--- src/cvd_pkg.sv ---
// Constants, types and register map for the capacitive divider sequencer control block.
// Assumes a 32-bit APB master on the same clock as the sequencer.
`default_nettype none
package cvd_pkg;

   localparam int unsigned CLOCK_MHZ = 125;
   localparam int unsigned DATA_WIDTH = 32;
   localparam int unsigned ADDR_WIDTH = 8;

   // Register byte offsets.
   localparam logic [7:0] CONTROL_OFFSET = 8'h00;
   localparam logic [7:0] STAGE_STATUS_OFFSET = 8'h04;
   localparam logic [7:0] PRECHARGE_OFFSET = 8'h08;
   localparam logic [7:0] ACQUISITION_OFFSET = 8'h0C;
   localparam logic [7:0] GUARD_OFFSET = 8'h10;
   localparam logic [7:0] CAP_OFFSET = 8'h14;
   localparam logic [7:0] RESULT0_HIGH_OFFSET = 8'h18;
   localparam logic [7:0] RESULT0_LOW_OFFSET = 8'h1C;
   localparam logic [7:0] RESULT1_HIGH_OFFSET = 8'h20;
   localparam logic [7:0] RESULT1_LOW_OFFSET = 8'h24;

   // Control register fields.
   localparam int unsigned CTRL_ENABLE_BIT = 0;
   localparam int unsigned CTRL_START_BIT = 1;
   localparam int unsigned CTRL_DOUBLE_BIT = 2;
   localparam int unsigned CTRL_INVERT_BIT = 3;
   localparam int unsigned CTRL_RC_BIT = 4;
   localparam int unsigned CTRL_JUSTIFY_BIT = 7;

   // Status, guard and capacitor fields.
   localparam int unsigned STAT_PAIR_BIT = 2;
   localparam int unsigned GUARD_B_ENABLE_BIT = 7;
   localparam int unsigned GUARD_A_ENABLE_BIT = 6;
   localparam int unsigned GUARD_POLARITY_BIT = 5;
   localparam int unsigned TIME_WIDTH = 7;
   localparam int unsigned CAP_WIDTH = 3;
   localparam int unsigned RESULT_WIDTH = 10;
   localparam logic [4:0] CAP_STEP_PF = 5'h04;

   localparam logic [7:0] REG_RESET = 8'h00;
   localparam logic [TIME_WIDTH-1:0] TIME_ZERO = 7'h00;

   typedef enum logic [1:0] {
      CVD_IDLE = 2'b00,
      CVD_PRECHARGE = 2'b01,
      CVD_ACQUIRE = 2'b10,
      CVD_CONVERT = 2'b11
   } cvd_stage_type;

endpackage : cvd_pkg

`default_nettype wire

--- src/cvd_sequencer.sv ---
// Sequencer control, status, guard ring drive and result formatting, with an APB register slave.
// Assumes the analog converter and the instruction-cycle strobe run on the same clock; the
// dedicated RC clock arrives from another domain and is synchronised here.
`timescale 1ns/10ps
`default_nettype none

module cvd_sequencer (
   // Clock, reset and freeze.
   input wire logic clock,
   input wire logic rst,
   input wire logic clock_enable,
   // APB slave.
   input wire logic psel,
   input wire logic penable,
   input wire logic pwrite,
   input wire logic [cvd_pkg::ADDR_WIDTH-1:0] paddr,
   input wire logic [cvd_pkg::DATA_WIDTH-1:0] pwdata,
   output logic [cvd_pkg::DATA_WIDTH-1:0] prdata,
   output logic pready,
   output logic pslverr,
   // Timing sources.
   input wire logic instr_tick,
   input wire logic dedicated_rc_clock,
   // Analog converter handshake.
   output logic convert_start,
   input wire logic convert_done,
   input wire logic [cvd_pkg::RESULT_WIDTH-1:0] conversion_result,
   // Guard ring pins.
   output logic guard_a_pin,
   output logic guard_a_oe_n,
   output logic guard_b_pin,
   output logic guard_b_oe_n,
   // Sample capacitor switch and stage view.
   output logic [cvd_pkg::CAP_WIDTH-1:0] extra_cap_select,
   output logic [4:0] extra_cap_pf,
   output logic [1:0] stage_status_field,
   output logic result_pair_indicator
);
   import cvd_pkg::*;

   typedef struct packed {
      logic [7:0] control;
      logic [TIME_WIDTH-1:0] precharge_time_field;
      logic [TIME_WIDTH-1:0] acquisition_time_field;
      logic [2:0] guard_ring_control;
      logic [CAP_WIDTH-1:0] cap_code;
      logic [7:0] res0_high;
      logic [7:0] res0_low;
      logic [7:0] res1_high;
      logic [7:0] res1_low;
      cvd_stage_type stage;
      logic second_pass;
      logic [TIME_WIDTH-1:0] count;
      logic start_pulse;
      logic guard_a;
      logic guard_b;
      logic rc_meta;
      logic rc_sync;
      logic rc_prev;
      logic ack;
      logic [DATA_WIDTH-1:0] rdata;
      logic err;
   } cvd_state_type;

   cvd_state_type state;
   cvd_state_type next_state;

   // Address decode used by both the read path and the write path.
   function automatic logic addr_mapped(input logic [ADDR_WIDTH-1:0] a);
      unique case (a)
         CONTROL_OFFSET, STAGE_STATUS_OFFSET, PRECHARGE_OFFSET, ACQUISITION_OFFSET,
         GUARD_OFFSET, CAP_OFFSET, RESULT0_HIGH_OFFSET, RESULT0_LOW_OFFSET,
         RESULT1_HIGH_OFFSET, RESULT1_LOW_OFFSET: addr_mapped = 1'b1;
         default: addr_mapped = 1'b0;
      endcase
   endfunction : addr_mapped

   // Result layout for the high byte.
   function automatic logic [7:0] format_high(input logic right, input logic [RESULT_WIDTH-1:0] r);
      if (right) begin
         format_high = {6'h00, r[9:8]};
      end else begin
         format_high = r[9:2];
      end
   endfunction : format_high

   // Result layout for the low byte.
   function automatic logic [7:0] format_low(input logic right, input logic [RESULT_WIDTH-1:0] r);
      if (right) begin
         format_low = r[7:0];
      end else begin
         format_low = {r[1:0], 6'h00};
      end
   endfunction : format_low

   // First stage to enter from a given point, skipping stages programmed to zero time.
   function automatic cvd_stage_type first_stage(input logic [TIME_WIDTH-1:0] pre,
                                                 input logic [TIME_WIDTH-1:0] acq);
      if (pre != TIME_ZERO) begin
         first_stage = CVD_PRECHARGE;
      end else if (acq != TIME_ZERO) begin
         first_stage = CVD_ACQUIRE;
      end else begin
         first_stage = CVD_CONVERT;
      end
   endfunction : first_stage

   logic enabled;
   logic running;
   logic tick;
   logic eff_polarity;
   logic access;
   logic wr_en;
   logic [7:0] wbyte;
   logic begin_sequence;
   cvd_stage_type entry_stage;

   always_comb begin
      next_state = state;
      enabled = state.control[CTRL_ENABLE_BIT];
      running = state.control[CTRL_START_BIT];
      // Only the second flop of the synchroniser feeds the edge detector.
      tick = state.control[CTRL_RC_BIT] ? (state.rc_sync & ~state.rc_prev) : instr_tick;
      eff_polarity = state.guard_ring_control[GUARD_POLARITY_BIT - 5]
                     ^ (state.second_pass & state.control[CTRL_DOUBLE_BIT]
                        & state.control[CTRL_INVERT_BIT]);
      access = psel & penable & state.ack;
      wr_en = access & pwrite & ~state.err;
      wbyte = pwdata[7:0];
      begin_sequence = 1'b0;
      entry_stage = first_stage(state.precharge_time_field, state.acquisition_time_field);

      next_state.rc_meta = dedicated_rc_clock;
      next_state.rc_sync = state.rc_meta;
      next_state.rc_prev = state.rc_sync;
      next_state.start_pulse = 1'b0;

      // The slave answers on the second access cycle so that read data comes from a flop.
      if (psel & penable & ~state.ack) begin
         next_state.ack = 1'b1;
         next_state.err = ~addr_mapped(paddr);
         next_state.rdata = '0;
         unique case (paddr)
            CONTROL_OFFSET: next_state.rdata[7:0] = state.control;
            STAGE_STATUS_OFFSET: next_state.rdata[7:0] = {5'h00, state.second_pass & running, state.stage};
            PRECHARGE_OFFSET: next_state.rdata[7:0] = {1'b0, state.precharge_time_field};
            ACQUISITION_OFFSET: next_state.rdata[7:0] = {1'b0, state.acquisition_time_field};
            GUARD_OFFSET: next_state.rdata[7:0] = {state.guard_ring_control, 5'h00};
            CAP_OFFSET: next_state.rdata[7:0] = {5'h00, state.cap_code};
            RESULT0_HIGH_OFFSET: next_state.rdata[7:0] = state.res0_high;
            RESULT0_LOW_OFFSET: next_state.rdata[7:0] = state.res0_low;
            RESULT1_HIGH_OFFSET: next_state.rdata[7:0] = state.res1_high;
            RESULT1_LOW_OFFSET: next_state.rdata[7:0] = state.res1_low;
            default: next_state.rdata = '0;
         endcase
      end else begin
         next_state.ack = 1'b0;
      end

      // Software writes; the status register ignores writes because hardware owns it.
      if (wr_en) begin
         unique case (paddr)
            CONTROL_OFFSET: begin
               next_state.control = {wbyte[7], 2'b00, wbyte[4:0]};
               // Start is only taken while idle and enabled; clearing it aborts the sequence.
               if (wbyte[CTRL_START_BIT] & wbyte[CTRL_ENABLE_BIT] & ~running) begin
                  begin_sequence = 1'b1;
               end else if (~wbyte[CTRL_START_BIT] | ~wbyte[CTRL_ENABLE_BIT]) begin
                  next_state.control[CTRL_START_BIT] = 1'b0;
                  next_state.stage = CVD_IDLE;
                  next_state.second_pass = 1'b0;
               end else begin
                  next_state.control[CTRL_START_BIT] = running;
               end
            end
            PRECHARGE_OFFSET: next_state.precharge_time_field = wbyte[TIME_WIDTH-1:0];
            ACQUISITION_OFFSET: next_state.acquisition_time_field = wbyte[TIME_WIDTH-1:0];
            GUARD_OFFSET: next_state.guard_ring_control = wbyte[7:5];
            CAP_OFFSET: next_state.cap_code = wbyte[CAP_WIDTH-1:0];
            RESULT0_HIGH_OFFSET: next_state.res0_high = wbyte;
            RESULT0_LOW_OFFSET: next_state.res0_low = wbyte;
            RESULT1_HIGH_OFFSET: next_state.res1_high = wbyte;
            RESULT1_LOW_OFFSET: next_state.res1_low = wbyte;
            default: next_state.err = state.err;
         endcase
      end

      // Sequencer; runs after the bus so a result load beats a same-cycle software write.
      // A same-cycle abort still wins, or the stage would stick with start/done clear.
      if (running & enabled & next_state.control[CTRL_START_BIT]) begin
         unique case (state.stage)
            CVD_PRECHARGE: begin
               if (tick) begin
                  if (state.count == TIME_WIDTH'(1)) begin
                     if (state.acquisition_time_field != TIME_ZERO) begin
                        next_state.stage = CVD_ACQUIRE;
                        next_state.count = state.acquisition_time_field;
                        next_state.guard_a = ~state.guard_a;
                     end else begin
                        next_state.stage = CVD_CONVERT;
                        next_state.start_pulse = 1'b1;
                     end
                  end else begin
                     next_state.count = state.count - TIME_WIDTH'(1);
                  end
               end
            end
            CVD_ACQUIRE: begin
               if (tick) begin
                  if (state.count == TIME_WIDTH'(1)) begin
                     next_state.stage = CVD_CONVERT;
                     next_state.start_pulse = 1'b1;
                  end else begin
                     next_state.count = state.count - TIME_WIDTH'(1);
                  end
               end
            end
            CVD_CONVERT: begin
               if (convert_done) begin
                  if (state.second_pass) begin
                     next_state.res1_high = format_high(state.control[CTRL_JUSTIFY_BIT], conversion_result);
                     next_state.res1_low = format_low(state.control[CTRL_JUSTIFY_BIT], conversion_result);
                  end else begin
                     next_state.res0_high = format_high(state.control[CTRL_JUSTIFY_BIT], conversion_result);
                     next_state.res0_low = format_low(state.control[CTRL_JUSTIFY_BIT], conversion_result);
                  end
                  if (state.control[CTRL_DOUBLE_BIT] & ~state.second_pass) begin
                     next_state.second_pass = 1'b1;
                     begin_sequence = 1'b1;
                  end else begin
                     next_state.control[CTRL_START_BIT] = 1'b0;
                     next_state.stage = CVD_IDLE;
                     next_state.second_pass = 1'b0;
                  end
               end
            end
            default: next_state.stage = CVD_IDLE;
         endcase
      end else if (~enabled) begin
         next_state.control[CTRL_START_BIT] = 1'b0;
         next_state.stage = CVD_IDLE;
         next_state.second_pass = 1'b0;
      end

      // Entry into a new pass; the polarity uses the pass that is about to run.
      if (begin_sequence) begin
         next_state.control[CTRL_START_BIT] = 1'b1;
         next_state.stage = entry_stage;
         next_state.start_pulse = (entry_stage == CVD_CONVERT);
         next_state.guard_a = state.guard_ring_control[GUARD_POLARITY_BIT - 5]
                              ^ (next_state.second_pass & state.control[CTRL_DOUBLE_BIT]
                                 & state.control[CTRL_INVERT_BIT]);
         next_state.guard_b = next_state.guard_a;
         if (entry_stage == CVD_PRECHARGE) begin
            next_state.count = state.precharge_time_field;
         end else begin
            next_state.count = state.acquisition_time_field;
         end
         if (entry_stage == CVD_ACQUIRE) begin
            next_state.guard_a = ~next_state.guard_a;
         end
      end else if (state.stage == CVD_IDLE & ~begin_sequence) begin
         next_state.guard_a = eff_polarity;
         next_state.guard_b = eff_polarity;
      end
   end

   always_ff @(posedge clock or posedge rst) begin
      if (rst) begin
         state <= '0;
      end else if (clock_enable) begin
         state <= next_state;
      end
   end

   // Handshake outputs are combinational from flops; data outputs are flops.
   assign pready = state.ack;
   assign pslverr = state.ack & state.err;
   assign prdata = state.rdata;
   assign convert_start = state.start_pulse;
   assign stage_status_field = state.stage;
   assign result_pair_indicator = state.second_pass & state.control[CTRL_START_BIT];
   assign guard_a_pin = state.guard_a;
   assign guard_b_pin = state.guard_b;
   assign guard_a_oe_n = ~(state.guard_ring_control[GUARD_A_ENABLE_BIT - 5]
                           & state.control[CTRL_ENABLE_BIT]);
   assign guard_b_oe_n = ~(state.guard_ring_control[GUARD_B_ENABLE_BIT - 5]
                           & state.control[CTRL_ENABLE_BIT]);
   assign extra_cap_select = state.cap_code;
   assign extra_cap_pf = 5'(CAP_STEP_PF * state.cap_code);

endmodule : cvd_sequencer

`default_nettype wire

--- config.mk ---
export PLATFORM = sky130hd
export DESIGN_NAME = cvd_sequencer
export DESIGN_NICKNAME = d
export VERILOG_FILES = /design/src/cvd_pkg.sv /design/src/cvd_sequencer.sv
export SDC_FILE = /design/constraint.sdc
export NUM_CORES = 1
export LEC_CHECK = 0
export BUFFER_PORTS_ARGS = -buffer_cell sky130_fd_sc_hd__buf_2
export CAP_MARGIN = 25
export CORE_MARGIN = 2
export CORE_UTILIZATION = 40
export CTS_CLUSTER_SIZE = 14
export DETAILED_ROUTE_END_ITERATION = 7
export PLACE_DENSITY_LB_ADDON = 0.3
export SETUP_SLACK_MARGIN = 0.2
export SKIP_CTS_REPAIR_TIMING = 1
export SYNTH_ARGS = -nofsm -noshare
export SYNTH_HDL_FRONTEND = slang
export SYNTH_SLANG_ARGS = --single-unit
export TNS_END_PERCENT = 20
--- constraint.sdc ---
create_clock -name clock -period 7.03 [get_ports clock]
set_input_delay 1.406 -clock clock [delete_from_list [all_inputs] [get_ports clock]]
set_output_delay 1.406 -clock clock [all_outputs]
set_load 0.02 [all_outputs]
==> results of run 1 <==
[final timing paths]
path | start | to
setup / recovery | paddr[2] | state[77]$_DFFE_PP0P_
hold / removal | prdata[5]$_DFFE_PP0P_ | prdata[5]$_DFFE_PP0P_
setup reg to reg | state[42]$_DFFE_PP0P_ | state[41]$_DFFE_PP0P_
hold reg to reg | prdata[5]$_DFFE_PP0P_ | prdata[5]$_DFFE_PP0P_
max in group asynchronous | rst | state[59]$_DFFE_PP0P_
min in group asynchronous | rst | next_state[35]$_DFFE_PP0P_
[registers in the layout (all words and copies together), names as in the netlist, 2 cells and up]
| signal | flops |
|---|---|
| extra_cap_select | 3 |
| stage_status_field | 2 |
| state | 63 |
| prdata | 8 |
| next_state | 2 |
[through the flow]
step / util (%) / instance area (um^2) / hold WS [ns] / setup slack [ns] / std cells
finish: 44.9 / 5920 / 0.490 / 3.30 / 768
global route: 44.9 / 5920 / 0.529 / 3.20 / 768
CTS: 44.6 / 5890 / 0.496 / 3.40 / 766
detailed placement: 42.2 / 5570 / 0.479 / 3.03 / 750
global placement: 42.2 / 5570 / 0.470 / 3.01 / 750
floorplan: - / 5460 / 0.451 / 3.46 / 580
[cells by family (layout without fill, tap and decap cells)]
| group | count (synthesis) | count (layout) | synth area share (%) |
|---|---|---|---|
| compound gates | 160 | 160 | 21.7 |
| xor+xnor | 7 | 7 | 1.14 |
| fa+ha+maj | 6 | 6 | 1.40 |
| buf+inv | 91 | 103 | 9.59 |
| flops | 84 | 84 | 39.2 |
| mux | 50 | 50 | 10.8 |
| other cells | 1 | 26 | 0.0699 |
| simple gates | 156 | 156 | 16.1 |
[layout make-up]
class                      count  area, um^2  area share (%)
sequential                    84        2100            35.5
clock inverter                 7        90.1            1.52
tap                          176         220            3.72
clock buffer                   9         225            3.80
multi-input combinational    405        2850            48.1
timing repair buffer          62         340            5.75
inverter                      25        95.1            1.61
[worst register-to-register path, delay by kind of cell, from the launching register on]
family | cells | cell delay (ns)
and+or+nand+nor | 2 | 1.06
AOI/OAI and AO/OA | 3 | 0.74
muxes | 1 | 0.34
DFF | 1 | 0.46
[synthesized netlist by cell type (3+ instances only)]
library cell | n | area [um^2]
nor2_1 | 19 | 71.3
and4_1 | 4 | 35.0
mux2_4 | 7 | 105
clkbuf_1 | 17 | 63.8
inv_1 | 25 | 93.8
a222oi_1 | 16 | 160
mux2i_1 | 6 | 60.1
mux2_2 | 37 | 417
nor3_2 | 5 | 50.1
dfrtp_1 | 84 | 2100
o22ai_1 | 10 | 62.6
a22oi_1 | 28 | 210
nand3_1 | 12 | 60.1
or4_1 | 3 | 22.5
and2_1 | 12 | 75.1
a32oi_1 | 3 | 26.3
xnor2_1 | 3 | 26.3
a31oi_1 | 3 | 18.8
nor3_1 | 5 | 25.0
nand2_1 | 64 | 240
nand2b_1 | 3 | 18.8
ha_1 | 6 | 75.1
a2bb2oi_1 | 3 | 26.3
a22o_1 | 6 | 52.6
o21ai_1 | 7 | 35.0
xor2_1 | 4 | 35.0
nand4_1 | 3 | 18.8
o21ai_0 | 32 | 160
a221oi_1 | 5 | 43.8
a21oi_1 | 18 | 90.1
nor3b_1 | 3 | 22.5
o211ai_1 | 3 | 22.5
nor4_1 | 3 | 18.8
nand3b_1 | 4 | 30.0
buf_4 | 43 | 323
[routing by layer]
metal	vias to the layer above	wire (um)
li1	2074	-
met1	2285	7410
met2	197	7210
met3	31	991
met4	0	403
met5	-	0
[power by group through the flow]
stage	combinational (W)	sequential (W)	clock [W]
finish	0.0000816	0.000489	0.000504
global route	0.0000885	0.000490	0.000537
CTS	0.0000791	0.000489	0.000514
detailed placement	0.0000790	0.000499	0
global placement	0.0000782	0.000499	0
floorplan	0.0000569	0.000499	0
==> impl_metrics.csv, run 1 <==
group,metric,value,unit
run_status,outcome,"finished, final reports clean",
grt,grt.met1_usage,34.2,%
worst_setup_path,cp.depth,7,
timing,worst_pin_slew,1.08,ns
worst_setup_path,cp_slowest_cell,"o211ai_1",
drt,wl,16000,um
grt,grt_antenna_before_repair,0,
synthesis,async_flop_share,100,%
layout,layout_commonest_cell,"dfrtp_1",
drt,dr.pass1.iters,8,
layout,syn_to_final_growth,10.4,%
power_and_ir_drop,vdd_drop_max,0.115,mV
grt,use_met2,34.0,%
synthesis,synth_cell_types,71,
hold_path,hold_path_class,"reg -> reg",
grt,gr-max-usage-layer,"met1",
timing,period_needed,3.73,ns
job,cap_violations,0,
timing,fmax,0.268,GHz
clocking,cts_tree,"yes",
drt,vias,4587,
timing,drv_slew,0,
clocking,clock_path_buffers,2,
timing,grt_setup_unrepaired,"no",
clocking,clock-root-buffer,"clkbuf_16",
floorplanning,io_pins,109,
grt,grt_pass1_vias,4373,
worst_setup_path,crit_required,7.27,ns
clocking,cts.clk_slew.worst_paths,0.07,ns
synthesis,ys_ff_latch,84,
power_and_ir_drop,finalPower,0.00108,W
power_and_ir_drop,switching_share,26.2,%
synthesis,synth_edf_count,0,
worst_setup_path,crit_fanout,12,
drt,ant_nets,0,
layout,final_cell_mix,"84 x dfrtp_1, 64 x nand2_1, 58 x buf_2, 37 x mux2_2, 32 x o21ai_0",
worst_setup_path,crit_chain,"buf_2, nor4_4, nand4_1, o211ai_1, nor2_1, a222oi_1, inv_1",
synthesis,syn_area_per_cell,9.66,um^2
power_and_ir_drop,power_leakage,2.74,nW
grt,grt_max_degree,85,
drt,viasPerCell,5.97,
floorplanning,initial_core_util,40.7,%
synthesis,syn-cell-area,5360,um^2
timing,post-route-period-util,53.0,%
grt,met3_usage,4.42,%
drt,wire_per_inst,20.8,um
worst_setup_path,end_kind,"flop",
timing,skew,0.00999,ns
floorplanning,fp.coreArea,13200,um^2
power_and_ir_drop,p_per_area,182,nW/um^2
hold_path,hold_depth,2,
placement,hpwl,11600,um
synthesis,synth_ff_type,"dfrtp_1",
layout,nNetsFinal,652,
worst_setup_path,arrival,3.96,ns
floorplanning,chipHeight,120,um
clocking,cts_sinks,84,
synthesis,yosys_warnings,0,
worst_setup_path,reg2reg_depth,6,
placement,gp_congestion,0.898,
layout,drive_gt1_share,24.0,%
clocking,numCtsBuffers,9,
clocking,clock_latency,0.36,ns
synthesis,ys_seq_area_share,39.2,%
drt,drtIter0Drc,557,
floorplanning,core.rowCount,42,
floorplanning,die-area,14400,um^2
worst_setup_path,worst-path-buf-inv,2,
synthesis,synthCells,555,
drt,drc,0,
worst_setup_path,worstSetupPathType,"in -> reg",
layout,fill_cells,1278,
timing,fin_setup_tns,0,ns
timing,finalSetupViolCount,0,
timing,slew-limit-headroom,28.1,%
worst_setup_path,critPathLaunchType,"primary input",
timing,hold_violations,0,
floorplanning,dieWidth,120,um
worst_setup_path,max_stage_delay,0.63,ns
layout,antenna_cells,0,
grt,grt_pass1_wl,25300,um
grt,track_usage,23.2,%
power_and_ir_drop,p_switching,0.000282,W
clocking,cts.htree.levels,3,
worst_setup_path,rrSetupSlack,4.32,ns
grt,overflow,0,
worst_setup_path,crit_family,"simple AND/OR/NAND/NOR gates",
placement,io_buffers,58,
power_and_ir_drop,seqPwrFrac,45.5,%
power_and_ir_drop,comb_power_share,7.6,%
power_and_ir_drop,p_clk_share,46.9,%
power_and_ir_drop,internal_power,0.000793,W
Power figures use the tool's default switching activity.
==> run 2: changes to the inputs <==
clock period = 3.85 ns   (was 7.03 ns; I/O delays follow)
==> impl_metrics.csv, run 2 (synthesized netlist as in run 1, its figures left out) <==
group,metric,value,unit
floorplanning,dieWidth,120,um
drt,wl_met3,1060,um
timing,post-route-period-util,71.7,%
layout,drive_gt1_share,24.6,%
floorplanning,die-area,14400,um^2
timing,slew-limit-headroom,46.9,%
timing,drv_slew,0,
grt,grt_pass1_wl,25100,um
grt,grt_antenna_before_repair,0,
power_and_ir_drop,p_per_area,338,nW/um^2
drt,met1_length,7150,um
drt,dr.pass1.iters,5,
timing,fmax,0.362,GHz
clocking,cts_sinks,84,
timing,finalSetupViolCount,0,
worst_setup_path,rrSetupSlack,1.15,ns
drt,wl_met2,7300,um
timing,fin_setup_tns,0,ns
placement,hpwl,11900,um
floorplanning,io_pins,109,
job,cap_violations,0,
floorplanning,chipHeight,120,um
grt,grt_pass1_vias,4437,
worst_setup_path,crit_chain,"buf_2, nor4_4, nand4_1, o211ai_1, nor2_1, a222oi_1, inv_1",
floorplanning,initial_core_util,40.7,%
timing,skew,0.0120,ns
worst_setup_path,arrival,3.00,ns
worst_setup_path,cp_slowest_cell,"o211ai_1",
power_and_ir_drop,seqPwrFrac,44.3,%
power_and_ir_drop,internal_power,0.00152,W
layout,layout_commonest_cell,"dfrtp_1",
placement,dp.cells,757,
run_status,outcome,"finished, final reports clean",
power_and_ir_drop,vdd_drop_max,0.159,mV
clocking,clock_latency,0.36,ns
placement,gp_congestion,0.949,
worst_setup_path,end_kind,"flop",
clocking,numCtsBuffers,9,
timing,grt_setup_unrepaired,"no",
worst_setup_path,critPathLaunchType,"primary input",
floorplanning,core.rowCount,42,
worst_setup_path,rr_endpoint,"state[45]$_DFFE_PP0P_",
drt,routed.top_layer,"met4",
layout,nNetsFinal,658,
grt,overflow,0,
drt,drc,0,
hold_path,hold_path_class,"in -> async",
timing,hold_violations,0,
drt,viasPerCell,5.95,
clocking,clock_path_buffers,2,
timing,worst_pin_slew,0.791,ns
clocking,cts.clk_slew.worst_paths,0.07,ns
worst_setup_path,reg2reg_depth,6,
placement,io_buffers,58,
worst_setup_path,worst-path-buf-inv,2,
worst_setup_path,worstSetupPathType,"in -> reg",
layout,antenna_cells,0,
floorplanning,fp.coreArea,13200,um^2
worst_setup_path,crit_required,4.08,ns
power_and_ir_drop,p_clk_share,48.1,%
layout,largest_register,"state",
timing,period_needed,2.76,ns
clocking,cts.htree.levels,3,
layout,final_cell_mix,"84 x dfrtp_1, 64 x nand2_1, 58 x buf_2, 37 x mux2_2, 32 x o21ai_0",
layout,fill_cells,1290,
drt,wl,16000,um
layout,syn_to_final_growth,11.5,%
drt,drtIter0Drc,548,
drt,wire_per_inst,20.7,um
power_and_ir_drop,p_switching,0.000497,W
worst_setup_path,crit_fanout,12,
power_and_ir_drop,switching_share,24.6,%
worst_setup_path,cp.depth,7,
layout,post_layout_nonfiller_instances,774,
worst_setup_path,reg2reg_from,"state[42]$_DFFE_PP0P_",
layout,largest_reg_flops,63,
clocking,cts_tree,"yes",
drt,ant_nets,0,
worst_setup_path,max_stage_delay,0.60,ns
clocking,clock-root-buffer,"clkbuf_16",
drt,vias,4609,
power_and_ir_drop,power_leakage,2.78,nW
power_and_ir_drop,comb_power_share,7.6,%
grt,grt_max_degree,55,
grt,track_usage,22.9,%
worst_setup_path,crit_family,"compound AO/OA/AOI/OAI gates",
-- run 2: changes by cell type in the layout (fill, tap and decap cells not counted) --
| cell | delta |
|---|---|
| buf_4 | +6 |
| bufinv_16 | +1 |
| clkbuf_8 | +1 |
| clkinv_4 | +1 |
| inv_8 | -3 |
| nor4bb_1 | +1 |
| nor4bb_2 | -1 |
-- run 2: worst max-delay path by stage --
stage                           from                        end  slack (ns)
3_3_place_gp                paddr[3]      state[44]$_DFFE_PP0P_        0.81
3_5_place_dp                paddr[2]      state[45]$_DFFE_PP0P_        0.80
6_report                    paddr[3]      state[70]$_DFFE_PP0P_        1.09
2_1_floorplan                    rst  convert_start$_DFFE_PP0P_        0.91
4_1_cts                     paddr[3]      state[45]$_DFFE_PP0P_        1.16
5_1_grt        state[42]$_DFFE_PP0P_      state[40]$_DFFE_PP0P_        0.97
-- run 2: stage by stage --
stage	utilization (%)	instance area [um^2]	hold WS (ns)	power [W]	setup WS [ns]
after detailed placement	42.6	5620	0.475	0.00106	0.803
after global routing	45.3	5980	0.283	0.00208	0.969
after global placement	42.6	5620	0.471	0.00106	0.814
after floorplan	-	5460	0.451	0.00102	0.915
final	45.3	5980	0.280	0.00202	1.09
after CTS	45.1	5950	0.488	0.00202	1.16
-- run 2: metal layers --
| metal | up-vias | GRT usage (%) |
|---|---|---|
| li1 | 2090 | - |
| met2 | 208 | 34.1 |
| met1 | 2270 | 32.5 |
| met3 | 41 | 4.33 |
| met5 | - | 0 |
| met4 | 0 | 10.2 |
-- run 2: power groups by stage --
stage,clock network [W],registers [W],logic (W)
2_1_floorplan,0,0.000911,0.000104
3_5_place_dp,0,0.000911,0.000148
6_report,0.000972,0.000894,0.000153
5_1_grt,0.00102,0.000895,0.000165
3_3_place_gp,0,0.000910,0.000146
4_1_cts,0.000977,0.000895,0.000149
-- run 2: cell type report --
type,instances,area (um^2),share of cell area [%]
clock inverters,6,95.1,1.59
clock buffers,10,239,4.00
repair buffers,68,385,6.45
well taps,176,220,3.68
inverters,25,95.1,1.59
flip-flops and latches,84,2100,35.2
multi-input cells,405,2840,47.5
